**config.mk**
```make
export PLATFORM = sky130hd
export DESIGN_NAME = ouv_monitor
export DESIGN_NICKNAME = d
export VERILOG_FILES = /design/src/logic/ouv_pkg.sv /design/src/logic/ouv_down_timer.sv /design/src/logic/ouv_monitor.sv /design/src/logic/ouv_pct_map.sv
export SDC_FILE = /design/constraint.sdc
export NUM_CORES = 2
export LEC_CHECK = 0
export ABC_CLOCK_PERIOD_IN_PS = 145300
export BUFFER_PORTS_ARGS = -buffer_cell sky130_fd_sc_hd__buf_2
export CORE_MARGIN = 1
export CORE_UTILIZATION = 48
export DETAILED_ROUTE_END_ITERATION = 8
export PLACE_DENSITY = 0.75
export SYNTH_ARGS = -nofsm -noshare
export SYNTH_HDL_FRONTEND = slang
export SYNTH_SLANG_ARGS = --single-unit
```
**constraint.sdc**
```tcl
create_clock -name clk -period 145.3 [get_ports clk]
set_clock_uncertainty 0.2 [all_clocks]
set_input_delay 14.53 -clock clk [delete_from_list [all_inputs] [get_ports clk]]
set_output_delay 14.53 -clock clk [all_outputs]
set_load 0.05 [all_outputs]
```
**src/logic/ouv_pkg.sv**
```systemverilog
package ouv_pkg;

    // ----------------------------------------------------------------
    // Command codes
    // ----------------------------------------------------------------
    localparam logic [7:0] CMD_UV_WARN   = 8'h43;
    localparam logic [7:0] CMD_UV_FAULT  = 8'h44;
    localparam logic [7:0] CMD_UV_ACTION = 8'h45;

    // ----------------------------------------------------------------
    // Fault action byte layout and codes
    // ----------------------------------------------------------------
    localparam int         ACT_RESP_LSB  = 6;
    localparam int         ACT_RETRY_LSB = 3;
    localparam int         ACT_DLY_LSB   = 0;
    localparam logic [1:0] RESP_IGNORE   = 2'h0;
    localparam logic [1:0] RESP_DELAYED  = 2'h1;
    localparam logic [1:0] RESP_NOW      = 2'h2;
    localparam logic [1:0] RESP_INVALID  = 2'h3;
    localparam logic [2:0] RETRY_LATCH   = 3'h0;
    localparam logic [2:0] RETRY_FOREVER = 3'h7;
    localparam logic [2:0] DLY_ONE_MAX   = 3'h1;
    localparam logic [2:0] DLY_THREE_MAX = 3'h4;
    localparam logic [3:0] TICKS_ONE     = 4'h1;
    localparam logic [3:0] TICKS_THREE   = 4'h3;
    localparam logic [3:0] TICKS_SEVEN   = 4'h7;

    // ----------------------------------------------------------------
    // Threshold grids in tenths of a percent of the commanded output
    // ----------------------------------------------------------------
    localparam logic [9:0] PM_SCALE      = 10'h3E8;
    localparam logic [9:0] WARN_MIN_PM   = 10'h348;
    localparam logic [9:0] WARN_MAX_PM   = 10'h3CA;
    localparam logic [9:0] WARN_STEP_PM  = 10'h00A;
    localparam logic [9:0] FAULT_MIN_PM  = 10'h258;
    localparam logic [9:0] FAULT_MAX_PM  = 10'h3B6;
    localparam logic [9:0] FAULT_STEP_PM = 10'h019;

    // ----------------------------------------------------------------
    // Reset values standing in for the stored copies
    // ----------------------------------------------------------------
    localparam logic [15:0] RST_WARN_WORD  = 16'h0384;
    localparam logic [9:0]  RST_WARN_PM    = 10'h384;
    localparam logic [15:0] RST_FAULT_WORD = 16'h0352;
    localparam logic [9:0]  RST_FAULT_PM   = 10'h352;
    localparam logic [7:0]  RST_ACTION     = 8'h80;

    // ----------------------------------------------------------------
    // Types
    // ----------------------------------------------------------------
    typedef enum logic [2:0] {
        ST_OFF   = 3'h0,
        ST_RAMP  = 3'h1,
        ST_CHECK = 3'h3,
        ST_RUN   = 3'h2,
        ST_DELAY = 3'h6,
        ST_WAIT  = 3'h7,
        ST_LATCH = 3'h5
    } ouv_state_e;

    typedef struct packed {
        logic        valid;
        logic        write;
        logic [7:0]  code;
        logic [15:0] data;
    } ouv_cmd_t;

    typedef struct packed {
        logic word_vout;
        logic byte_none_above;
        logic byte_cml;
        logic cml_invalid;
        logic vout_uv_warn;
        logic vout_uv_fault;
    } ouv_status_t;

endpackage

```
**src/logic/ouv_down_timer.sv**
```systemverilog
`timescale 1ns/1ps
`default_nettype none
module ouv_down_timer #(
    parameter int W = 27
)
(
    // Clock and reset
    input  wire logic         clk,
    input  wire logic         rst,
    // Control
    input  wire logic         load,
    input  wire logic [W-1:0] value,
    input  wire logic         step,
    // Status
    output logic              done
);

    logic [W-1:0] cnt;
    logic [W-1:0] next_cnt;

    always_comb
    begin
        next_cnt = cnt;
        if (load)
            next_cnt = value;
        else if (step && (cnt != '0))
            next_cnt = cnt - W'(1);
    end

    always_ff @(posedge clk)
    begin
        if (rst)
            cnt <= '0;
        else
            cnt <= next_cnt;
    end

    assign done = (cnt == '0);

endmodule
`default_nettype wire

```
**src/logic/ouv_monitor.sv**
```systemverilog
`timescale 1ns/1ps
`default_nettype none
module ouv_monitor
    import ouv_pkg::*;
#(
    parameter int TW = 24
)
(
    // Clock and reset
    input  wire logic          clk,
    input  wire logic          rst,
    // Command port
    input  wire ouv_cmd_t      cmd,
    output logic      [15:0]   rsp_data,
    output logic               rsp_valid,
    // Converter side
    input  wire logic [15:0]   vout_command,
    input  wire logic          vout_relative,
    input  wire logic [15:0]   sensed_vout,
    input  wire logic          pwm_tick,
    input  wire logic [TW-1:0] ton_rise_cycles,
    input  wire logic [TW-1:0] ton_max_cycles,
    input  wire logic          ton_max_enable,
    input  wire logic          commanded_on,
    input  wire logic          clear_faults,
    // Status and control out
    output ouv_status_t        status,
    output logic               host_alert,
    output logic               power_enable
);

    localparam int TMW = TW + 3;

    // ----------------------------------------------------------------
    // State
    // ----------------------------------------------------------------
    typedef struct packed {
        ouv_state_e  st;
        logic [15:0] warn_word;
        logic [9:0]  warn_pm;
        logic [15:0] fault_word;
        logic [9:0]  fault_pm;
        logic [7:0]  action;
        logic [2:0]  tries;
        ouv_status_t status;
        logic        alert;
        logic        pwr;
        logic [15:0] rdata;
        logic        rvalid;
    } ouv_regs_t;

    ouv_regs_t r;
    ouv_regs_t n;

    logic [9:0]     warn_q;
    logic           warn_ok;
    logic [9:0]     fault_q;
    logic           fault_ok;
    logic [25:0]    warn_prod;
    logic [25:0]    fault_prod;
    logic [15:0]    warn_thr;
    logic [15:0]    fault_thr;
    logic           warn_low;
    logic           fault_low;
    logic           monitoring;
    logic [1:0]     resp;
    logic [2:0]     retry;
    logic [2:0]     dly;
    logic           fault_act;
    logic           exhausted;
    logic [3:0]     dly_ticks;
    logic [2:0]     mult;
    logic [TMW-1:0] restart_wait_period;
    logic           tmr_load;
    logic [TMW-1:0] tmr_val;
    logic           tmr_step;
    logic           tmr_done;
    logic           wr;
    logic           rd;
    logic           set_cml;

    // ----------------------------------------------------------------
    // Value mapping and timing
    // ----------------------------------------------------------------
    ouv_pct_map #(
        .MIN_PM  (WARN_MIN_PM),
        .MAX_PM  (WARN_MAX_PM),
        .STEP_PM (WARN_STEP_PM)
    ) u_warn_map (
        .word     (cmd.data),
        .vout_cmd (vout_command),
        .relative (vout_relative),
        .pm_q     (warn_q),
        .ok       (warn_ok)
    );

    // Fault limit is always absolute
    ouv_pct_map #(
        .MIN_PM  (FAULT_MIN_PM),
        .MAX_PM  (FAULT_MAX_PM),
        .STEP_PM (FAULT_STEP_PM)
    ) u_fault_map (
        .word     (cmd.data),
        .vout_cmd (vout_command),
        .relative (1'b0),
        .pm_q     (fault_q),
        .ok       (fault_ok)
    );

    // One timer serves delay, wait, ramp and check; phases never overlap
    ouv_down_timer #(
        .W (TMW)
    ) u_timer (
        .clk   (clk),
        .rst   (rst),
        .load  (tmr_load),
        .value (tmr_val),
        .step  (tmr_step),
        .done  (tmr_done)
    );

    // ----------------------------------------------------------------
    // Comparators and decode
    // ----------------------------------------------------------------
    always_comb
    begin
        // Thresholds follow the commanded output, stored words do not
        warn_prod  = 26'(vout_command) * 26'(r.warn_pm);
        fault_prod = 26'(vout_command) * 26'(r.fault_pm);
        warn_thr   = 16'(warn_prod / 26'(PM_SCALE));
        fault_thr  = 16'(fault_prod / 26'(PM_SCALE));
        warn_low   = sensed_vout < warn_thr;
        fault_low  = sensed_vout < fault_thr;
        // Ramp is blind: the output is legitimately low while rising
        monitoring = (r.st == ST_RUN) || (r.st == ST_DELAY) || (r.st == ST_CHECK);
        resp       = r.action[ACT_RESP_LSB +: 2];
        retry      = r.action[ACT_RETRY_LSB +: 3];
        dly        = r.action[ACT_DLY_LSB +: 3];
        fault_act  = fault_low && ((resp == RESP_DELAYED) || (resp == RESP_NOW));
        exhausted  = (retry == RETRY_LATCH) || ((retry != RETRY_FOREVER) && (r.tries >= retry));
        if (dly <= DLY_ONE_MAX)
            dly_ticks = TICKS_ONE;
        else if (dly <= DLY_THREE_MAX)
            dly_ticks = TICKS_THREE;
        else
            dly_ticks = TICKS_SEVEN;
        // Code zero still waits one rise time
        mult       = (dly == 3'h0) ? 3'h1 : dly;
        restart_wait_period     = TMW'(mult) * TMW'(ton_rise_cycles);
        wr         = cmd.valid && cmd.write;
        rd         = cmd.valid && !cmd.write;
        tmr_step   = (r.st == ST_DELAY) ? pwm_tick : 1'b1;
    end

    // ----------------------------------------------------------------
    // Next state
    // ----------------------------------------------------------------
    always_comb
    begin
        n        = r;
        n.rvalid = 1'b0;
        set_cml  = 1'b0;
        tmr_load = 1'b0;
        tmr_val  = '0;

        // Writes land at once, also while converting
        if (wr && (cmd.code == CMD_UV_WARN))
        begin
            if (warn_ok)
            begin
                n.warn_word = cmd.data;
                n.warn_pm   = warn_q;
            end
            else
                set_cml = 1'b1;
        end
        if (wr && (cmd.code == CMD_UV_FAULT))
        begin
            if (fault_ok)
            begin
                n.fault_word = cmd.data;
                n.fault_pm   = fault_q;
            end
            else
                set_cml = 1'b1;
        end
        if (wr && (cmd.code == CMD_UV_ACTION))
        begin
            if ((cmd.data[ACT_RESP_LSB +: 2] == RESP_INVALID) || (cmd.data[15:8] != 8'h00))
                set_cml = 1'b1;
            else
                n.action = cmd.data[7:0];
        end

        // Reads answer one cycle later; other codes belong elsewhere
        if (rd)
        begin
            case (cmd.code)
                CMD_UV_WARN:
                begin
                    n.rdata  = r.warn_word;
                    n.rvalid = 1'b1;
                end
                CMD_UV_FAULT:
                begin
                    n.rdata  = r.fault_word;
                    n.rvalid = 1'b1;
                end
                CMD_UV_ACTION:
                begin
                    n.rdata  = {8'h00, r.action};
                    n.rvalid = 1'b1;
                end
                default:
                begin
                    n.rdata  = r.rdata;
                end
            endcase
        end

        // Status: clear first, then set, so a new event survives a clear
        if (clear_faults)
            n.status = '0;
        if (set_cml)
        begin
            n.status.cml_invalid = 1'b1;
            n.status.byte_cml    = 1'b1;
        end
        if (monitoring && warn_low)
        begin
            n.status.vout_uv_warn = 1'b1;
            n.status.word_vout    = 1'b1;
        end
        if (monitoring && fault_low)
        begin
            n.status.vout_uv_fault   = 1'b1;
            n.status.byte_none_above = 1'b1;
            n.status.word_vout       = 1'b1;
        end

        // Supervision sequence
        case (r.st)
            ST_OFF:
            begin
                if (commanded_on)
                begin
                    n.st     = ST_RAMP;
                    tmr_load = 1'b1;
                    tmr_val  = TMW'(ton_rise_cycles);
                end
            end
            ST_RUN, ST_CHECK:
            begin
                if (fault_act && (resp == RESP_DELAYED))
                begin
                    n.st     = ST_DELAY;
                    tmr_load = 1'b1;
                    tmr_val  = TMW'(dly_ticks);
                end
                else if (fault_act && exhausted)
                    n.st = ST_LATCH;
                else if (fault_act)
                begin
                    n.st     = ST_WAIT;
                    tmr_load = 1'b1;
                    tmr_val  = restart_wait_period;
                end
                else if ((r.st == ST_CHECK) && tmr_done)
                begin
                    n.st    = ST_RUN;
                    n.tries = 3'h0;
                end
            end
            ST_DELAY:
            begin
                if (tmr_done && exhausted)
                    n.st = ST_LATCH;
                else if (tmr_done)
                begin
                    n.st     = ST_WAIT;
                    tmr_load = 1'b1;
                    tmr_val  = restart_wait_period;
                end
            end
            ST_WAIT:
            begin
                if (tmr_done)
                begin
                    n.st     = ST_RAMP;
                    tmr_load = 1'b1;
                    tmr_val  = TMW'(ton_rise_cycles);
                    if (r.tries != RETRY_FOREVER)
                        n.tries = 3'(r.tries + 3'h1);
                end
            end
            ST_RAMP:
            begin
                if (tmr_done)
                begin
                    n.st     = ST_CHECK;
                    tmr_load = 1'b1;
                    tmr_val  = ton_max_enable ? TMW'(ton_max_cycles) : TMW'(ton_rise_cycles);
                end
            end
            ST_LATCH:
            begin
                n.st = ST_LATCH;
            end
            default:
            begin
                n.st = ST_OFF;
            end
        endcase

        // Commanding off ends any sequence and forgets past attempts
        if (!commanded_on)
        begin
            n.st    = ST_OFF;
            n.tries = 3'h0;
        end

        n.pwr   = (n.st == ST_RUN) || (n.st == ST_DELAY) || (n.st == ST_RAMP) || (n.st == ST_CHECK);
        n.alert = (n.status != '0);
    end

    // ----------------------------------------------------------------
    // Registers
    // ----------------------------------------------------------------
    always_ff @(posedge clk)
    begin
        if (rst)
        begin
            r            <= '0;
            r.st         <= ST_OFF;
            r.warn_word  <= RST_WARN_WORD;
            r.warn_pm    <= RST_WARN_PM;
            r.fault_word <= RST_FAULT_WORD;
            r.fault_pm   <= RST_FAULT_PM;
            r.action     <= RST_ACTION;
        end
        else
            r <= n;
    end

    assign rsp_data     = r.rdata;
    assign rsp_valid    = r.rvalid;
    assign status       = r.status;
    assign host_alert   = r.alert;
    assign power_enable = r.pwr;
endmodule
`default_nettype wire

```
**src/logic/ouv_pct_map.sv**
```systemverilog
`timescale 1ns/1ps
`default_nettype none
module ouv_pct_map
    import ouv_pkg::*;
#(
    parameter logic [9:0] MIN_PM  = 10'h000,
    parameter logic [9:0] MAX_PM  = 10'h3E8,
    parameter logic [9:0] STEP_PM = 10'h001
)
(
    // Written value and reference
    input  wire logic [15:0] word,
    input  wire logic [15:0] vout_cmd,
    input  wire logic        relative,
    // Hardware step
    output logic      [9:0]  pm_q,
    output logic             ok
);

    logic [31:0] raw;
    logic [31:0] offs;
    logic [31:0] q;

    always_comb
    begin
        // Zero reference cannot be mapped, so it falls out of range
        if (relative)
            raw = 32'(word);
        else if (vout_cmd == 16'h0000)
            raw = 32'hFFFFFFFF;
        else
            raw = (32'(word) * 32'(PM_SCALE)) / 32'(vout_cmd);
        ok   = (raw >= 32'(MIN_PM)) && (raw <= 32'(MAX_PM));
        offs = ok ? (raw - 32'(MIN_PM)) : 32'h00000000;
        // Truncating division gives the step below
        q    = 32'(MIN_PM) + (offs / 32'(STEP_PM)) * 32'(STEP_PM);
        pm_q = q[9:0];
    end

endmodule
`default_nettype wire

```
==> out/metrics.yaml <==
clocking:
  cts_buffers: 17
  cts.path.max_buffers: 2
  clock_sinks: 117
  cts_resized: 0
  cts_tree: "yes"
  clk_latency_ns: 0.43
  clk_pin_slew_worst_paths_ns: 0.07
  cts.htree.levels: 4
  cts.hold.buffers_added: 0
  postCtsSetupRepairBufs: 0
  clockRootBuffer: "clkbuf_16"
timing:
  final-max-slew-violation-count: 0
  fin_crit_sh: 0.796
  setup_tns_ns: 0
  fmax_mhz: 8.64
  tightest_slew_ns: 1.45
  setup_viol: 0
  finalCriticalPeriod_ns: 115.68
  finalHoldViolCount: 0
  rsz0062_at_grt: "false"
  relSlewSlack: 0.0210
setup_path:
  endpoint: "r[45]"
  critPathCaptureType: "register"
  rr_worst_depth: 61
  cp.arrival_ns: 115.80
  crit_cells: 417
  r2r_setup_slack_ns: 122.21
  path_max_fanout: 36
  cp_common_cell: "o21a_1"
  worst-path-buf-inv: 16
  critPathRequiredTime_ns: 145.42
  cp_top_family: "compound AO/OA/AOI/OAI gates"
  crit_type: "in -> reg"
  slowest_stage: "o311ai_0"
  cp-start-kind: "primary input"
  rr_endpoint: "u_timer.cnt[9]"
  slowest_delay_ns: 1.21
  crit_start: "vout_command[1]"
  rr_startpoint: "r[39]"
placement:
  place.gp.congestion: 0.971
  dpl.hpwl_um: 138000
  io_buffer_count: 137
drt:
  ant_nets: 0
  drc_errors: 0
  drtIter0Drc: 4707
  wl_um: 173000
  drtPass1Iterations: 6
  wl_per_cell_um: 19.1
  via_per_inst: 6.38
  vias: 58000
floorplan:
  coreArea_um2: 115000
  die_w_um: 343
  rows: 124
  die_h_um: 343
  die-area_um2: 118000
  start_util: 0.486
  ios: 138
job:
  max-cap-violations: 1
global_routing:
  antenna_found_initial: 21
  grt_usage: 0.283
  grt_pass1_wl_um: 279000
  gr-total-overflow: 0
  grt_start_max_net_pins: 94
  grt_pass1_vias: 54900
cells_and_area:
  mostFrequentLayoutCells: "817 x nand2_1, 665 x ha_1, 626 x nor2_1"
  drive_above_1_share: 0.0765
  nets: 8630
  final_common_cell: "nand2_1"
  area_growth_pct: 4.10
outcome:
  violations: "capacitance limit"
  status: "finished, violations left"
logic_synthesis:
  synthArstFlopShare: 0
  ys.warnings.count: 0
  syn_area_um2: 55800
  postSynthAreaPerCell_um2: 7.30
  synthDistinctLibCells: 150
  synth-seq-area-share: 0.0420
  ys.flop_type: "dfxtp_1"
  ys_ff_latch: 117
  netlist_instances: 7638
  synth_edf_count: 0
hold_path:
  hp-class: "reg -> reg"
-- per-stage QoR --
stage | setup slack, ns | utilization | hold slack, ns | instance area [um2] | instances
after floorplan | 39.59 | - | 0.252 | 55800 | 7647
after global placement | 34.24 | 0.500 | 0.266 | 57400 | 9052
after detailed placement | 31.10 | 0.500 | 0.275 | 57400 | 9052
after CTS | 31.24 | 0.505 | 0.285 | 58000 | 9084
after global routing | 21.69 | 0.506 | 0.320 | 58000 | 9089
final | 29.62 | 0.506 | 0.288 | 58100 | 9094
-- Yosys cell counts, types with 31 or more instances --
cell type  instances  area share
dfxtp_1          117       0.042
nand3_1          172       0.015
fa_1             293        0.11
nand2_1          817       0.055
nor2_1           628       0.042
o22ai_1           34      0.0038
o31ai_1          104       0.014
nand4_1           78      0.0087
o21bai_1          48      0.0065
inv_1            494       0.033
xor2_1           144       0.023
xnor2_1          235       0.037
o21ai_1           34      0.0031
nor2b_1           73      0.0082
and2_1           200       0.022
ha_1             665        0.15
nor4_1            65      0.0073
o21a_1           237       0.032
a21o_1           175       0.024
mux2_2            93       0.019
nand2b_1          81      0.0091
nor3_1           339       0.030
a21oi_1          509       0.046
mux2i_1          118       0.021
o211ai_1          76       0.010
or2_2             92       0.010
or3_1             77      0.0086
a211o_1           42      0.0066
buf_4             31      0.0042
o21ai_0          326       0.029
a31oi_1           96       0.011
or4_1             32      0.0043
o211a_1           31      0.0056
a211oi_1          75       0.010
a22oi_1           46      0.0062
clkbuf_1         200       0.013
and3_1            68      0.0076
-- registers in the layout, summed over array words and instances, names as in the netlist --
name and flops:
u_timer.cnt 27, r 62, rsp_valid 1, dly 3, status 6, power_enable 1
host_alert 1, rsp_data 16
-- cell type report --
| type | instances | area, um2 |
|---|---|---|
| timing repair buffer | 181 | 1020 |
| inverter | 500 | 1880 |
| multi-input combinational | 6742 | 50300 |
| clock buffer | 17 | 425 |
| tap | 1512 | 1890 |
| clock inverter | 15 | 156 |
| sequential | 117 | 2340 |
| antenna | 10 | 25.0 |
| fill | 11300 | 56800 |
-- cells by family (layout without fill, tap and decap cells) --
| family | after synthesis | after routing | share of synthesized area |
|---|---|---|---|
| compound gates | 2293 | 2293 | 0.288 |
| xor+xnor | 383 | 383 | 0.0607 |
| fa+ha+maj | 966 | 966 | 0.256 |
| buf+inv | 788 | 713 | 0.0571 |
| flops | 117 | 117 | 0.0420 |
| mux | 218 | 218 | 0.0416 |
| other cells | 2 | 21 | 0.000135 |
| simple gates | 2871 | 2871 | 0.255 |
-- worst min-delay path, delay by kind of cell, from the launching register on --
family	cells	cell delay, ns
AOI/OAI and AO/OA	1	0.05
DFF	1	0.32
and+or+nand+nor	1	0.06
-- metal layers --
| metal | up-vias | wire [um] | GRT usage | share of wire |
|---|---|---|---|---|
| met4 | 26 | 4620 | 0.0786 | 0.027 |
| met1 | 27600 | 75700 | 0.372 | 0.44 |
| met2 | 2136 | 80800 | 0.488 | 0.47 |
| met5 | - | 158 | 0 | 0.00091 |
| met3 | 356 | 12000 | 0.0300 | 0.069 |
| li1 | 27900 | - | - | - |
-- worst min path at each step --
| stage | endpoint | slack (ns) | from | cells past startpoint |
|---|---|---|---|---|
| global route | r[47] | 0.32 | r[47] | 2 |
| global placement | r[56] | 0.27 | r[56] | 2 |
| floorplan | r[56] | 0.25 | r[56] | 2 |
| CTS | status[0] | 0.29 | status[0] | 2 |
| finish | status[0] | 0.29 | status[0] | 2 |
| detailed placement | status[0] | 0.28 | status[0] | 2 |
Power is left out: the tool's default activity adds up to more than one toggle a clock period on the data nets, which glitch-free logic cannot reach.
